--- config.mk ---
export PLATFORM = sky130hd
export DESIGN_NAME = fscg_guard
export DESIGN_NICKNAME = d
export VERILOG_FILES = /design/src/rtl/fscg_pkg.sv /design/src/rtl/fscg_tmr_if.sv /design/src/rtl/fscg_timer.sv /design/src/rtl/fscg_guard.sv
export SDC_FILE = /design/constraint.sdc
export NUM_CORES = 2
export LEC_CHECK = 0
export BUFFER_PORTS_ARGS = -buffer_cell sky130_fd_sc_hd__buf_2
export CAP_MARGIN = 20
export CORE_MARGIN = 2
export CORE_UTILIZATION = 35
export DETAILED_ROUTE_END_ITERATION = 10
export PLACE_DENSITY_LB_ADDON = 0.12
export RECOVER_POWER = 100
export SLEW_MARGIN = 10
export SYNTH_ARGS = -nofsm -noshare
export SYNTH_HDL_FRONTEND = slang
export SYNTH_SLANG_ARGS = --single-unit
--- constraint.sdc ---
create_clock -name clk_in -period 18.88 [get_ports clk_in]
set_input_delay 0.944 -clock clk_in [delete_from_list [all_inputs] [get_ports clk_in]]
set_output_delay 0.944 -clock clk_in [all_outputs]
set_load 0.05 [all_outputs]
--- src/rtl/fscg_pkg.sv ---
// Purpose: Constants and types of the flow, suction and compressor guard
// Assumes: Percent inputs are integers, flow in hundredths of a percent
// Notes: Times are counted in tenths of a second; flow times are held in whole seconds
package fscg_pkg;
   // ==========================================
   // Clock and timing
   localparam int CLK_MHZ = 250;
   localparam int TICK_MS = 100;
   localparam int TICKS_PER_SEC = 1000 / TICK_MS;
   localparam int TMR_W = 12;
   localparam int N_TMR = 7;
   // ==========================================
   // Register offsets
   localparam logic [7:0] OFS_FLOW_HI = 8'h00;
   localparam logic [7:0] OFS_FLOW_LO = 8'h04;
   localparam logic [7:0] OFS_FLOW_TM = 8'h08;
   localparam logic [7:0] OFS_SUCT = 8'h0C;
   localparam logic [7:0] OFS_COMP = 8'h10;
   localparam logic [7:0] OFS_MISC = 8'h14;
   localparam logic [7:0] OFS_TARGET = 8'h18;
   localparam logic [7:0] OFS_STATUS = 8'h1C;
   localparam logic [7:0] OFS_MASK = 8'h20;
   localparam logic [7:0] OFS_STATE = 8'h24;
   // ==========================================
   // Field positions
   localparam int FT_HI_WARN = 0;
   localparam int FT_HI_STOP = 8;
   localparam int FT_LO_WARN = 16;
   localparam int FT_LO_STOP = 24;
   localparam int SC_SEL = 0;
   localparam int SC_REACT = 2;
   localparam int SC_TIME = 4;
   localparam int SC_PID = 16;
   localparam int SC_CUR = 24;
   localparam int CC_LVL = 0;
   localparam int CC_DLY = 8;
   localparam int CC_GAIN = 16;
   localparam int CC_OL = 24;
   localparam int MC_OL_DLY = 0;
   localparam int MC_PSRC = 8;
   localparam int MC_KEYPAD = 9;
   localparam int MC_OPSRC = 10;
   // Event bits of status and mask
   localparam int EV_HI_WARN = 0;
   localparam int EV_HI_STOP = 1;
   localparam int EV_LO_WARN = 2;
   localparam int EV_LO_STOP = 3;
   localparam int EV_SUCT = 4;
   localparam int EV_OL = 5;
   localparam int EV_DERATE = 6;
   localparam int EV_W = 7;
   // ==========================================
   // Reset values
   localparam logic [31:0] RST_FLOW_HI = 32'h0000_26AC;
   localparam logic [31:0] RST_FLOW_LO = 32'h0000_0001;
   localparam logic [31:0] RST_COMP = 32'hC864_14C8;
   localparam logic [31:0] RST_MISC = 32'h0000_02C8;
   localparam logic [31:0] RST_ZERO = 32'h0000_0000;
   localparam logic [15:0] AI_FULL = 16'h0FFF;
   localparam logic [15:0] PCT_FULL = 16'h0064;
   localparam logic [2:0] DER_MAX = 3'h3;
   // ==========================================
   // State machines
   typedef enum logic [3:0] {
      SU_IDLE = 4'b0001, SU_WARN = 4'b0010, SU_FAULT = 4'b0100, SU_RESTART = 4'b1000
   } fscg_suct_e;
   typedef enum logic [2:0] {
      DR_NORMAL = 3'b001, DR_DERATED = 3'b010, DR_LOCKED = 3'b100
   } fscg_der_e;
endpackage : fscg_pkg

--- src/rtl/fscg_tmr_if.sv ---
// Purpose: Start and expiry of one protection timer
// Assumes: Limit in ticks
// Notes: None
`timescale 1ns/100ps
interface fscg_tmr_if #(parameter int W = 12);
   logic run;
   logic [W-1:0] limit;
   logic done;
   modport ctl (output run, output limit, input done);
   modport tmr (input run, input limit, output done);
endinterface : fscg_tmr_if

--- src/rtl/fscg_timer.sv ---
// Purpose: Tick counting timer, restarts whenever run drops
// Assumes: tick_in is a one-cycle pulse
// Notes: done holds until run drops
`timescale 1ns/100ps
module fscg_timer #(
   parameter int W = 12
) (
   // Clock and reset
   input wire logic clk_in,
   input wire logic srst_in,
   // Time base
   input wire logic tick_in,
   // Control
   fscg_tmr_if.tmr t
);
   logic [W-1:0] cnt_q;
   logic done_q;

   always_ff @(posedge clk_in) begin
      if (srst_in || !t.run) begin
         cnt_q <= '0;
      end else if (tick_in && !done_q && cnt_q != {W{1'b1}}) begin
         cnt_q <= cnt_q + 1'b1;
      end
   end

   always_ff @(posedge clk_in) begin
      if (srst_in || !t.run) begin
         done_q <= 1'b0;
      end else if (cnt_q >= t.limit) begin
         done_q <= 1'b1;
      end
   end

   assign t.done = done_q;
endmodule : fscg_timer

--- src/rtl/fscg_guard.sv ---
// Purpose: Flow limit, low suction and compressor overload guard
// Assumes: All inputs synchronous to clk_in
// Notes: Registers over APB, zero wait states
// Function
// - Feedback above max runs high warning timer; expiry raises warning.
// - With warning and feedback above, stop timer expiry sets high stop fault.
// - High warning time zero disables whole high flow function.
// - Feedback compared with settable max and min limits in percent.
// - Feedback below min runs low warning timer; expiry raises warning.
// - With warning and feedback below, stop timer expiry sets low stop fault.
// - Low warning time zero disables low flow function.
// - Suction select: 0 off, 1 PID error, 2 current, 3 both.
// - Condition: PID error above level or current below level.
// - Condition must last longer than detection time before active.
// - Reaction: none, flashing warning, fault, or fault then restart.
// - Target from stored value, or proportional to first analog input.
// - Stored target applies only with keypad target source.
// - Overcurrent at speed for delay multiplies frequency by gain.
// - Current below level restores command frequency, counts one occurrence.
// - After more than three occurrences hold derated frequency until current drops.
// - Current at overload level for delay stops with overload fault.
// - Faults clear with run removed, by reset key or run removal.
//
// The APB interface to the registers and the address map were chosen for this implementation.
`timescale 1ns/100ps
module fscg_guard #(
   parameter int TICK_CYC = fscg_pkg::CLK_MHZ * 1000 * fscg_pkg::TICK_MS
) (
   // Clock and reset
   input wire logic clk_in,
   input wire logic srst_in,
   // APB slave
   input wire logic psel_in,
   input wire logic penable_in,
   input wire logic pwrite_in,
   input wire logic [7:0] paddr_in,
   input wire logic [31:0] pwdata_in,
   output logic [31:0] prdata_out,
   output logic pready_out,
   output logic pslverr_out,
   // Sensors and drive state
   input wire logic [13:0] flow_fb_in,
   input wire logic [7:0] pid_err_in,
   input wire logic [7:0] motor_cur_in,
   input wire logic [7:0] comp_cur_in,
   input wire logic at_speed_in,
   input wire logic [15:0] freq_cmd_in,
   input wire logic [11:0] first_analog_input_in,
   // Operator
   input wire logic run_cmd_in,
   input wire logic reset_key_in,
   // Commands and indications
   output logic [15:0] freq_out,
   output logic stop_out,
   output logic restart_out,
   output logic [15:0] target_out,
   output logic target_valid_out,
   output logic high_flow_warning_out,
   output logic high_flow_stop_fault_out,
   output logic low_flow_warning_out,
   output logic low_flow_stop_fault_out,
   output logic low_suction_indication_out,
   output logic low_suction_flash_out,
   output logic compressor_overload_stage_two_out,
   output logic irq_out
);
   import fscg_pkg::*;

   function automatic logic [15:0] scale(input logic [15:0] v, input logic [15:0] m,
                                         input logic [15:0] d);
      logic [31:0] p;
      p = {16'h0000, v} * {16'h0000, m};
      scale = 16'(p / {16'h0000, d});
   endfunction : scale

   function automatic logic [TMR_W-1:0] secs(input logic [7:0] s);
      secs = TMR_W'(s * TICKS_PER_SEC);
   endfunction : secs

   // ==========================================
   // Registers
   logic [31:0] flow_hi_q, flow_lo_q, flow_tm_q, suct_q, comp_q, misc_q, tgt_q;
   logic [EV_W-1:0] sts_q, mask_q, mask_d, ev, rd_clr;
   logic [31:0] rdata_q, rd_mux;
   logic err_q, ready_q, hit, wr_en;
   logic run_q, tick_q, flash_q;
   logic [31:0] tick_cnt_q;
   logic hfw_q, hff_q, lfw_q, lff_q, olf_q, restart_q, stop_q, irq_q, lsi_q;
   logic [15:0] freq_q, der_q, tgt_out_q;
   logic tgt_vld_q;
   logic [2:0] der_cnt_q;
   fscg_suct_e su_q;
   fscg_der_e dr_q;
   fscg_tmr_if #(TMR_W) tif [N_TMR] ();

   assign wr_en = psel_in && penable_in && pwrite_in;

   always_comb begin
      hit = 1'b1;
      if (paddr_in == OFS_FLOW_HI) begin
         rd_mux = flow_hi_q;
      end else if (paddr_in == OFS_FLOW_LO) begin
         rd_mux = flow_lo_q;
      end else if (paddr_in == OFS_FLOW_TM) begin
         rd_mux = flow_tm_q;
      end else if (paddr_in == OFS_SUCT) begin
         rd_mux = suct_q;
      end else if (paddr_in == OFS_COMP) begin
         rd_mux = comp_q;
      end else if (paddr_in == OFS_MISC) begin
         rd_mux = misc_q;
      end else if (paddr_in == OFS_TARGET) begin
         rd_mux = tgt_q;
      end else if (paddr_in == OFS_STATUS) begin
         rd_mux = 32'(sts_q);
      end else if (paddr_in == OFS_MASK) begin
         rd_mux = 32'(mask_q);
      end else if (paddr_in == OFS_STATE) begin
         rd_mux = {der_q, 1'b0, der_cnt_q, dr_q, su_q, olf_q, lff_q, lfw_q, hff_q, hfw_q};
      end else begin
         rd_mux = 32'h0000_0000;
         hit = 1'b0;
      end
   end

   // Read data and error prepared in setup
   always_ff @(posedge clk_in) begin
      if (srst_in) begin
         rdata_q <= 32'h0000_0000;
         err_q <= 1'b0;
         ready_q <= 1'b0;
      end else begin
         ready_q <= 1'b1;
         if (psel_in && !penable_in) begin
            rdata_q <= pwrite_in ? 32'h0000_0000 : rd_mux;
            err_q <= !hit;
         end
      end
   end

   always_ff @(posedge clk_in) begin
      if (srst_in) begin
         flow_hi_q <= RST_FLOW_HI;
         flow_lo_q <= RST_FLOW_LO;
         flow_tm_q <= RST_ZERO;
         suct_q <= RST_ZERO;
         comp_q <= RST_COMP;
         misc_q <= RST_MISC;
         tgt_q <= RST_ZERO;
         mask_q <= '0;
      end else if (wr_en) begin
         if (paddr_in == OFS_FLOW_HI) begin
            flow_hi_q <= {18'h00000, pwdata_in[13:0]};
         end else if (paddr_in == OFS_FLOW_LO) begin
            flow_lo_q <= {18'h00000, pwdata_in[13:0]};
         end else if (paddr_in == OFS_FLOW_TM) begin
            flow_tm_q <= pwdata_in;
         end else if (paddr_in == OFS_SUCT) begin
            suct_q <= pwdata_in;
         end else if (paddr_in == OFS_COMP) begin
            comp_q <= pwdata_in;
         end else if (paddr_in == OFS_MISC) begin
            misc_q <= {21'h000000, pwdata_in[10:0]};
         end else if (paddr_in == OFS_TARGET) begin
            tgt_q <= {16'h0000, pwdata_in[15:0]};
         end else if (paddr_in == OFS_MASK) begin
            mask_q <= pwdata_in[EV_W-1:0];
         end
      end
   end

   // Read clears only the bits returned; a new event wins
   assign rd_clr = (psel_in && penable_in && !pwrite_in && paddr_in == OFS_STATUS)
                   ? rdata_q[EV_W-1:0] : '0;
   // Interrupt follows a mask write without a cycle of lag
   assign mask_d = (wr_en && paddr_in == OFS_MASK) ? pwdata_in[EV_W-1:0] : mask_q;

   always_ff @(posedge clk_in) begin
      if (srst_in) begin
         sts_q <= '0;
         irq_q <= 1'b0;
      end else begin
         sts_q <= (sts_q & ~rd_clr) | ev;
         irq_q <= |(((sts_q & ~rd_clr) | ev) & mask_d);
      end
   end

   // ==========================================
   // Time base
   // common tenth tick
   always_ff @(posedge clk_in) begin
      if (srst_in) begin
         tick_cnt_q <= 32'h0000_0000;
         tick_q <= 1'b0;
      end else begin
         tick_q <= (tick_cnt_q == 32'(TICK_CYC - 1));
         tick_cnt_q <= (tick_cnt_q == 32'(TICK_CYC - 1)) ? 32'h0000_0000 : tick_cnt_q + 1'b1;
      end
   end

   for (genvar i = 0; i < N_TMR; i++) begin : g_tmr
      fscg_timer #(.W(TMR_W)) u_tmr (
         .clk_in(clk_in),
         .srst_in(srst_in),
         .tick_in(tick_q),
         .t(tif[i])
      );
   end

   // ==========================================
   // Flow limits
   logic hi_en, lo_en, above, below, clr_flt;
   assign hi_en = flow_tm_q[FT_HI_WARN+:8] != 8'h00;
   assign lo_en = flow_tm_q[FT_LO_WARN+:8] != 8'h00;
   assign above = flow_fb_in > flow_hi_q[13:0];
   assign below = flow_fb_in < flow_lo_q[13:0];
   assign tif[0].run = hi_en && above && !hfw_q;
   assign tif[0].limit = secs(flow_tm_q[FT_HI_WARN+:8]);
   assign tif[1].run = hi_en && above && hfw_q && !hff_q;
   assign tif[1].limit = secs(flow_tm_q[FT_HI_STOP+:8]);
   assign tif[2].run = lo_en && below && !lfw_q;
   assign tif[2].limit = secs(flow_tm_q[FT_LO_WARN+:8]);
   assign tif[3].run = lo_en && below && lfw_q && !lff_q;
   assign tif[3].limit = secs(flow_tm_q[FT_LO_STOP+:8]);

   assign clr_flt = !run_cmd_in && (misc_q[MC_OPSRC] ? run_q : reset_key_in);

   always_ff @(posedge clk_in) begin
      if (srst_in) begin
         hfw_q <= 1'b0;
         hff_q <= 1'b0;
         lfw_q <= 1'b0;
         lff_q <= 1'b0;
         run_q <= 1'b0;
      end else begin
         run_q <= run_cmd_in;
         hfw_q <= hi_en && (tif[0].done || (hfw_q && above));
         lfw_q <= lo_en && (tif[2].done || (lfw_q && below));
         hff_q <= hi_en && (tif[1].done || (hff_q && !clr_flt));
         lff_q <= lo_en && (tif[3].done || (lff_q && !clr_flt));
      end
   end

   // ==========================================
   // Low suction
   logic su_cond;
   assign su_cond = (suct_q[SC_SEL] && pid_err_in > {3'h0, suct_q[SC_PID+:5]})
                  || (suct_q[SC_SEL+1] && motor_cur_in < {1'b0, suct_q[SC_CUR+:7]});
   assign tif[4].run = su_cond && su_q == SU_IDLE;
   assign tif[4].limit = TMR_W'(suct_q[SC_TIME+:9]) + 1'b1;

   always_ff @(posedge clk_in) begin
      if (srst_in) begin
         su_q <= SU_IDLE;
      end else begin
         case (su_q)
            SU_IDLE: begin
               if (tif[4].done) begin
                  if (suct_q[SC_REACT+:2] == 2'h1) begin
                     su_q <= SU_WARN;
                  end else if (suct_q[SC_REACT+1]) begin
                     su_q <= SU_FAULT;
                  end
               end
            end
            SU_WARN: begin
               if (!su_cond) begin
                  su_q <= SU_IDLE;
               end
            end
            SU_FAULT: begin
               if (clr_flt) begin
                  su_q <= SU_IDLE;
               end else if (suct_q[SC_REACT] && !su_cond) begin
                  su_q <= SU_RESTART;
               end
            end
            default: begin
               su_q <= SU_IDLE;
            end
         endcase
      end
   end

   always_ff @(posedge clk_in) begin
      if (srst_in) begin
         flash_q <= 1'b0;
      end else if (su_q != SU_WARN) begin
         flash_q <= 1'b0;
      end else if (tick_q) begin
         flash_q <= !flash_q;
      end
   end

   // ==========================================
   // Compressor protection
   logic over_der, step;
   assign over_der = comp_cur_in > comp_q[CC_LVL+:8];
   assign tif[5].run = at_speed_in && over_der && dr_q != DR_LOCKED && !tif[5].done;
   assign tif[5].limit = TMR_W'(comp_q[CC_DLY+:8]);
   assign step = tif[5].done;
   assign tif[6].run = comp_cur_in >= comp_q[CC_OL+:8] && !olf_q;
   assign tif[6].limit = TMR_W'(misc_q[MC_OL_DLY+:8]);

   always_ff @(posedge clk_in) begin
      if (srst_in) begin
         dr_q <= DR_NORMAL;
         der_q <= 16'h0000;
         der_cnt_q <= 3'h0;
      end else begin
         case (dr_q)
            DR_NORMAL, DR_DERATED: begin
               if (step) begin
                  der_q <= scale(dr_q == DR_NORMAL ? freq_cmd_in : der_q,
                                 {9'h000, comp_q[CC_GAIN+:7]}, PCT_FULL);
                  dr_q <= (der_cnt_q > DER_MAX) ? DR_LOCKED : DR_DERATED;
               end else if (dr_q == DR_DERATED && !over_der) begin
                  dr_q <= DR_NORMAL;
                  der_cnt_q <= (der_cnt_q > DER_MAX) ? der_cnt_q : der_cnt_q + 1'b1;
               end
            end
            default: begin
               if (!over_der) begin
                  dr_q <= DR_NORMAL;
                  der_cnt_q <= 3'h0;
               end
            end
         endcase
      end
   end

   // ==========================================
   // Outputs
   always_ff @(posedge clk_in) begin
      if (srst_in) begin
         olf_q <= 1'b0;
         stop_q <= 1'b0;
         restart_q <= 1'b0;
         lsi_q <= 1'b0;
         freq_q <= 16'h0000;
         tgt_out_q <= 16'h0000;
         tgt_vld_q <= 1'b0;
      end else begin
         olf_q <= tif[6].done || (olf_q && !clr_flt);
         stop_q <= hff_q || lff_q || olf_q || su_q == SU_FAULT;
         restart_q <= su_q == SU_RESTART;
         lsi_q <= su_q == SU_WARN || su_q == SU_FAULT;
         freq_q <= (dr_q == DR_NORMAL) ? freq_cmd_in : der_q;
         tgt_vld_q <= misc_q[MC_KEYPAD];
         tgt_out_q <= misc_q[MC_PSRC] ?
                      scale(tgt_q[15:0], {4'h0, first_analog_input_in}, AI_FULL) : tgt_q[15:0];
      end
   end

   assign ev = {step, tif[6].done, tif[4].done, tif[3].done, tif[2].done,
                tif[1].done, tif[0].done};

   assign prdata_out = rdata_q;
   assign pready_out = ready_q;
   assign pslverr_out = err_q;
   assign freq_out = freq_q;
   assign stop_out = stop_q;
   assign restart_out = restart_q;
   assign target_out = tgt_out_q;
   assign target_valid_out = tgt_vld_q;
   assign high_flow_warning_out = hfw_q;
   assign high_flow_stop_fault_out = hff_q;
   assign low_flow_warning_out = lfw_q;
   assign low_flow_stop_fault_out = lff_q;
   assign low_suction_indication_out = lsi_q;
   assign low_suction_flash_out = flash_q;
   assign compressor_overload_stage_two_out = olf_q;
   assign irq_out = irq_q;
endmodule : fscg_guard

After elaboration in Yosys (flattened, before gate mapping)
Index checks and enable logic that the tools add are counted.

storage, ports and cells
  register bits = 393
  bits of input ports = 114
  output and inout bits = 77
  logic and storage cells = 278

operators by class
  add/sub/neg operators = 10
  multiply operators = 6
  div/mod/pow operators = 2
  magnitude comparators = 14
  equal/unequal tests = 35
  muxes and demuxes = 44
  bitwise operators = 11
  reduce and logical (&&, ||, !) cells = 110

operator list
  cell                                                number
  2-to-1 mux 32 bit                                   11
  adder 12 x 1 -> 12 bit (second input constant)      7
  != test 12 bit (second input constant)              7
  greater-or-equal comparator 12 bit                  4
  logical AND 1 bit                                   47
  multiplier 8 x 3 -> 11 bit (second input constant)  4
  adder 32 x 1 -> 32 bit (second input constant)      1
  divider 23 x 7 -> 32 bit (second input constant)    1
  divider 28 x 12 -> 32 bit (second input constant)   1
  == test 32 x 25 -> 1 bit (second input constant)    1
  == test 8 x 5 -> 1 bit (second input constant)      4
  2-to-1 mux 16 bit                                   2
  2-to-1 mux 3 bit                                    10
  multiplier 16 x 12 -> 28 bit                        1
  logical NOT 1 bit                                   27
  greater-or-equal comparator 12 x 8 -> 1 bit         2
  2-to-1 mux 4 bit                                    6
  multiplier 16 x 7 -> 23 bit                         1
  logical OR 1 bit                                    17
  == test 8 x 4 -> 1 bit (second input constant)      2
  == test 8 x 6 -> 1 bit (second input constant)      2
  nonzero test 8 bit                                  2
  AND 7 bit                                           2
  > comparator 14 bit                                 1
  other kinds (39)                                    69

Depth between registers and ports, before layout
  word-level depth = 12
  mapped depth = 74
  depth with buffers taken out = 61

By module
From an unflattened synthesis, not the netlist that was laid out.

second synthesis, totals
  cell total of the unflattened synthesis = 5277
  area total of the unflattened synthesis = 40710.3 µm²

by module, submodules not included
  module                           instances  cells each  area an instance (µm²)  seq. area each (µm²)
  fscg_guard                       1          4493        34135.2                 6045.8
  fscg_timer (g_tmr[0].u_tmr ...)  6          112         940.9                   260.2
  fscg_timer (g_tmr[6].u_tmr)      1          112         929.6                   260.2

Least setup slack after synthesis
No wires, ideal clock.

  path kind = input -> register
  from = input port first_analog_input_in[10]
  to = register tgt_out_q[0], in the netlist target_out[0]
  arrival time = 17189 ps
  data required time = 18807 ps
  slack = 1618 ps
  stages on the path = 63
  cell sequence = clkbuf_1 > nand2_1 > fa_1 > inv_1 > fa_1 > fa_1 > inv_1 > fa_1 > inv_1 > fa_1 > ha_1 > and4_1 > and2_1 > a41o_1 > a21o_2 > xor2_1 > nor4b_4 > buf_4 > [... 27 more ...] > a311o_1 > or4_1 > o211ai_2 > o211ai_4 > or2_1 > o41a_1 > mux2i_2 > o41ai_2 > a21o_1 > inv_1 > ha_1 > nand2b_1 > a311oi_1 > a21boi_1 > and3_1 > nor4b_1 > and3b_1 > o211ai_2

on the way
  word-level cells in the longest chain between the ends = 3

ends and longest elaborated chain
  element                       line               RTL
  from (decl)                   fscg_guard.sv:48   input wire logic [11:0] first_analog_input_in,
  multiplier 16 x 12 -> 28 bit  fscg_guard.sv:72   p = {16'h0000, v} * {16'h0000, m};
  divider 28 x 12 -> 32 bit     fscg_guard.sv:73   scale = 16'(p / {16'h0000, d});
  2-to-1 mux 16 bit             fscg_guard.sv:350  tgt_out_q <= misc_q[MC_PSRC] ?
  to (signal assigned)          fscg_guard.sv:350
  to (decl)                     fscg_guard.sv:89   logic [15:0] freq_q, der_q, tgt_out_q;

Every way passes these cells.
A chain may end at the register's enable or synchronous reset.

Worst setup path after layout
  from = input port first_analog_input_in[11]
  to = register tgt_out_q[0], in the netlist target_out[0]

Same word-level chain as after synthesis.

==> impl_results.md <==
* Status: finished with violations
* Failing checks: max-capacitance violations, max-slew violations
* Per-cell routed wire length at 19.9 um
* Util after Layout at ~40%
* Yosys warns at 0
* CP peak stage delay at 0.66 ns
* CP endpoint kind: flip-flop
* DRT antenna net count at 0
* Port Buffers at 190
* Max Freq at 55.3 MHz
* Die area at 0.115 mm2
* Finished layout cell area at 0.0449 mm2
* Largest net degree at the start of global routing at around 130
* I/O Pins at 191
* Fill cells at 11,699
* First-pass GRT wire length at 213,000 um
* Number of synthesized register bits at between 300 and 400
* Later-pin clock latency in the skew report at 0.67 ns
* Synth top cells by count: nand2_1 (697), nor2_1 (462), a21oi_1 (397)
* Mapped Cells at 5,086
* Synth top area cells: dfxtp_1 (20%), fa_1 (11%), ha_1 (9.2%)
* Final hold viol count at 0
* Relative slew margins at -312%
* Rows at 123
* Hold slack at 0.452 ns
* Unique masters post-synth at 127
* Count leader, synth: nand2_1
* Worst-Margin Slew at 6.18 ns
* Pre-antenna DRT Iters at 6
* GRT Overall Usage at a little under a quarter
* CTS tree: yes
* Synth-to-layout area growth at 13.8%
* Critical Path Start Type: input pin
* Drt drc at 0
* Vias in the first global route at about 37,000
* CTS clk-pin slew, worst paths at roughly 0.06 ns
* MaxCap Viol Count at 7
* Longest Clk Path Bufs at 3
* Crit path buffers/inverters at 7
* Die width at 340 um
* WS Path Type: in -> reg
* Area share of the largest cell type after synthesis at between 10% and 20%
* Die Ht at 340 um
* Crit Path Max Fanout at 16
* Drt first-iter violations at 2,988
* Mapped Area at 0.0395 mm2
* Largest area contributor in the netlist: dfxtp_1
* Initial antenna violation count at 11
* Dpl hpwl at 106,000 um
* CTS Buf Count at 52
* Worst path slowest cell: or4_4
* H-Tree Level Count at 2
* Clk_skew at slightly above 0.04 ns
* Nets@finish at between 5,000 and 6,000
* Crit path arrival time at about 19 ns
* Dpl cell area at 0.0431 mm2
* Initial core utilization at between 30% and 40%
* Syn nets at ~5,700
* Top_reg_cell synth: dfxtp_1
* Synth Area per Inst at just under 8 um2
* EDFF count, synth at 0
* CTS sink cnt at 393
* CTS Root Cell: clkbuf_16
* Global route total overflow at 0
* Post-layout minimum cycle time at 18.07 ns
* Register area share after synthesis at 19.9%
* Core area at about 0.11 mm2
* Via count at 37,903
* Cts hold-fix bufs at 0
* Synth async-reset ratio at 0%
* Final Max Slew Viols at 375
* DR vias/cell at 5.50
* Hold crit path type: reg -> reg
* Final setup fails at 0
* Final WL at 137,000 um
* CP delay by family, top: simple AND/OR/NAND/NOR gates
* Layout cells sized above 1 at 10.5%
* GP Congestion at just over 0.9
* Req. time, crit path at 19.40 ns
* Critical Path Most Common Cell: fa_1
* Final worst path period share at a little over nine tenths
-- path summary, 6_finish.rpt --
check / to / depth (start not counted) / start / slack [ns]
max: target_out[0] / 59 / first_analog_input_in[11] / 0.81
min: tick_cnt_q[0] / 1 / tick_cnt_q[0] / 0.45
max reg2reg: target_out[0] / 59 / tgt_q[5] / 0.82
min reg2reg: tick_cnt_q[0] / 1 / tick_cnt_q[0] / 0.45
-- timing repair --
item                                    CTS  global route
gates resized for setup                   0            33
setup buffers                             0             3
endpoints found under the setup margin    0             4
-- placed cells by master, fill, tap and decap left out, types with 136 or more instances in the layout --
| cell | count |
|---|---|
| nand2_1 | 697 |
| ha_1 | 291 |
| a21oi_1 | 394 |
| fa_1 | 213 |
| xnor2_1 | 136 |
| nor2_1 | 454 |
| inv_1 | 361 |
| dfxtp_1 | 385 |
| o21ai_0 | 161 |
| buf_4 | 206 |
| nand3_1 | 150 |
-- kinds of logic (layout without fill, tap and decap cells) --
group	after synthesis	in the layout	synth area share, %
compound gates	1218	1218	20.8
xor+xnor	250	250	5.55
other cells	0	2	0
simple gates	2062	2062	25.6
fa+ha+maj	508	508	20.1
buf+inv	566	864	5.60
flops	393	393	19.9
mux	89	89	2.34
-- layer usage --
layer	vias to the layer above	routed length (um)	GRT usage, %
li1	18428	-	-
met1	18254	62400	31.6
met2	1024	63700	38.4
met3	191	7000	2.67
met4	6	3620	6.22
met5	-	31	0
-- stage by stage --
stage	TNS, ns	std cells	worst slack (ns)
2_1_floorplan	0	5086	1.62
3_3_place_gp	0	6781	0.428
5_1_grt	-0.0611	6885	-0.0375
3_5_place_dp	0	6781	0.0839
4_1_cts	0	6878	0.485
6_report	0	6886	0.808
-- registers in the layout, indices dropped and copies added (netlist names), 4 cells and up --
register            count
prdata_out             32
freq_out               16
suct_q                 32
g_tmr.u_tmr.cnt_q      84
g_tmr.u_tmr.t.done      7
comp_q                 32
su_q                    4
flow_lo_q              14
misc_q                 11
flow_tm_q              32
sts_q                   7
der_q                  16
mask_q                  7
flow_hi_q              14
tick_cnt_q             32
tgt_q                  16
target_out             16
-- final cells by class --
cell class / count / area, um2 / area share [%]
sequential: 393 / 7880 / 17.6
tap: 1500 / 1880 / 4.18
multi-input combinational: 4127 / 29500 / 65.8
clock inverter: 21 / 297 / 0.661
clock buffer: 76 / 1470 / 3.28
timing repair buffer: 406 / 2460 / 5.48
inverter: 361 / 1360 / 3.02
antenna: 2 / 5.00 / 0.0112
Power is not shown: default switching activity piles up to over one toggle a cycle in this logic, so the estimate is an artifact.
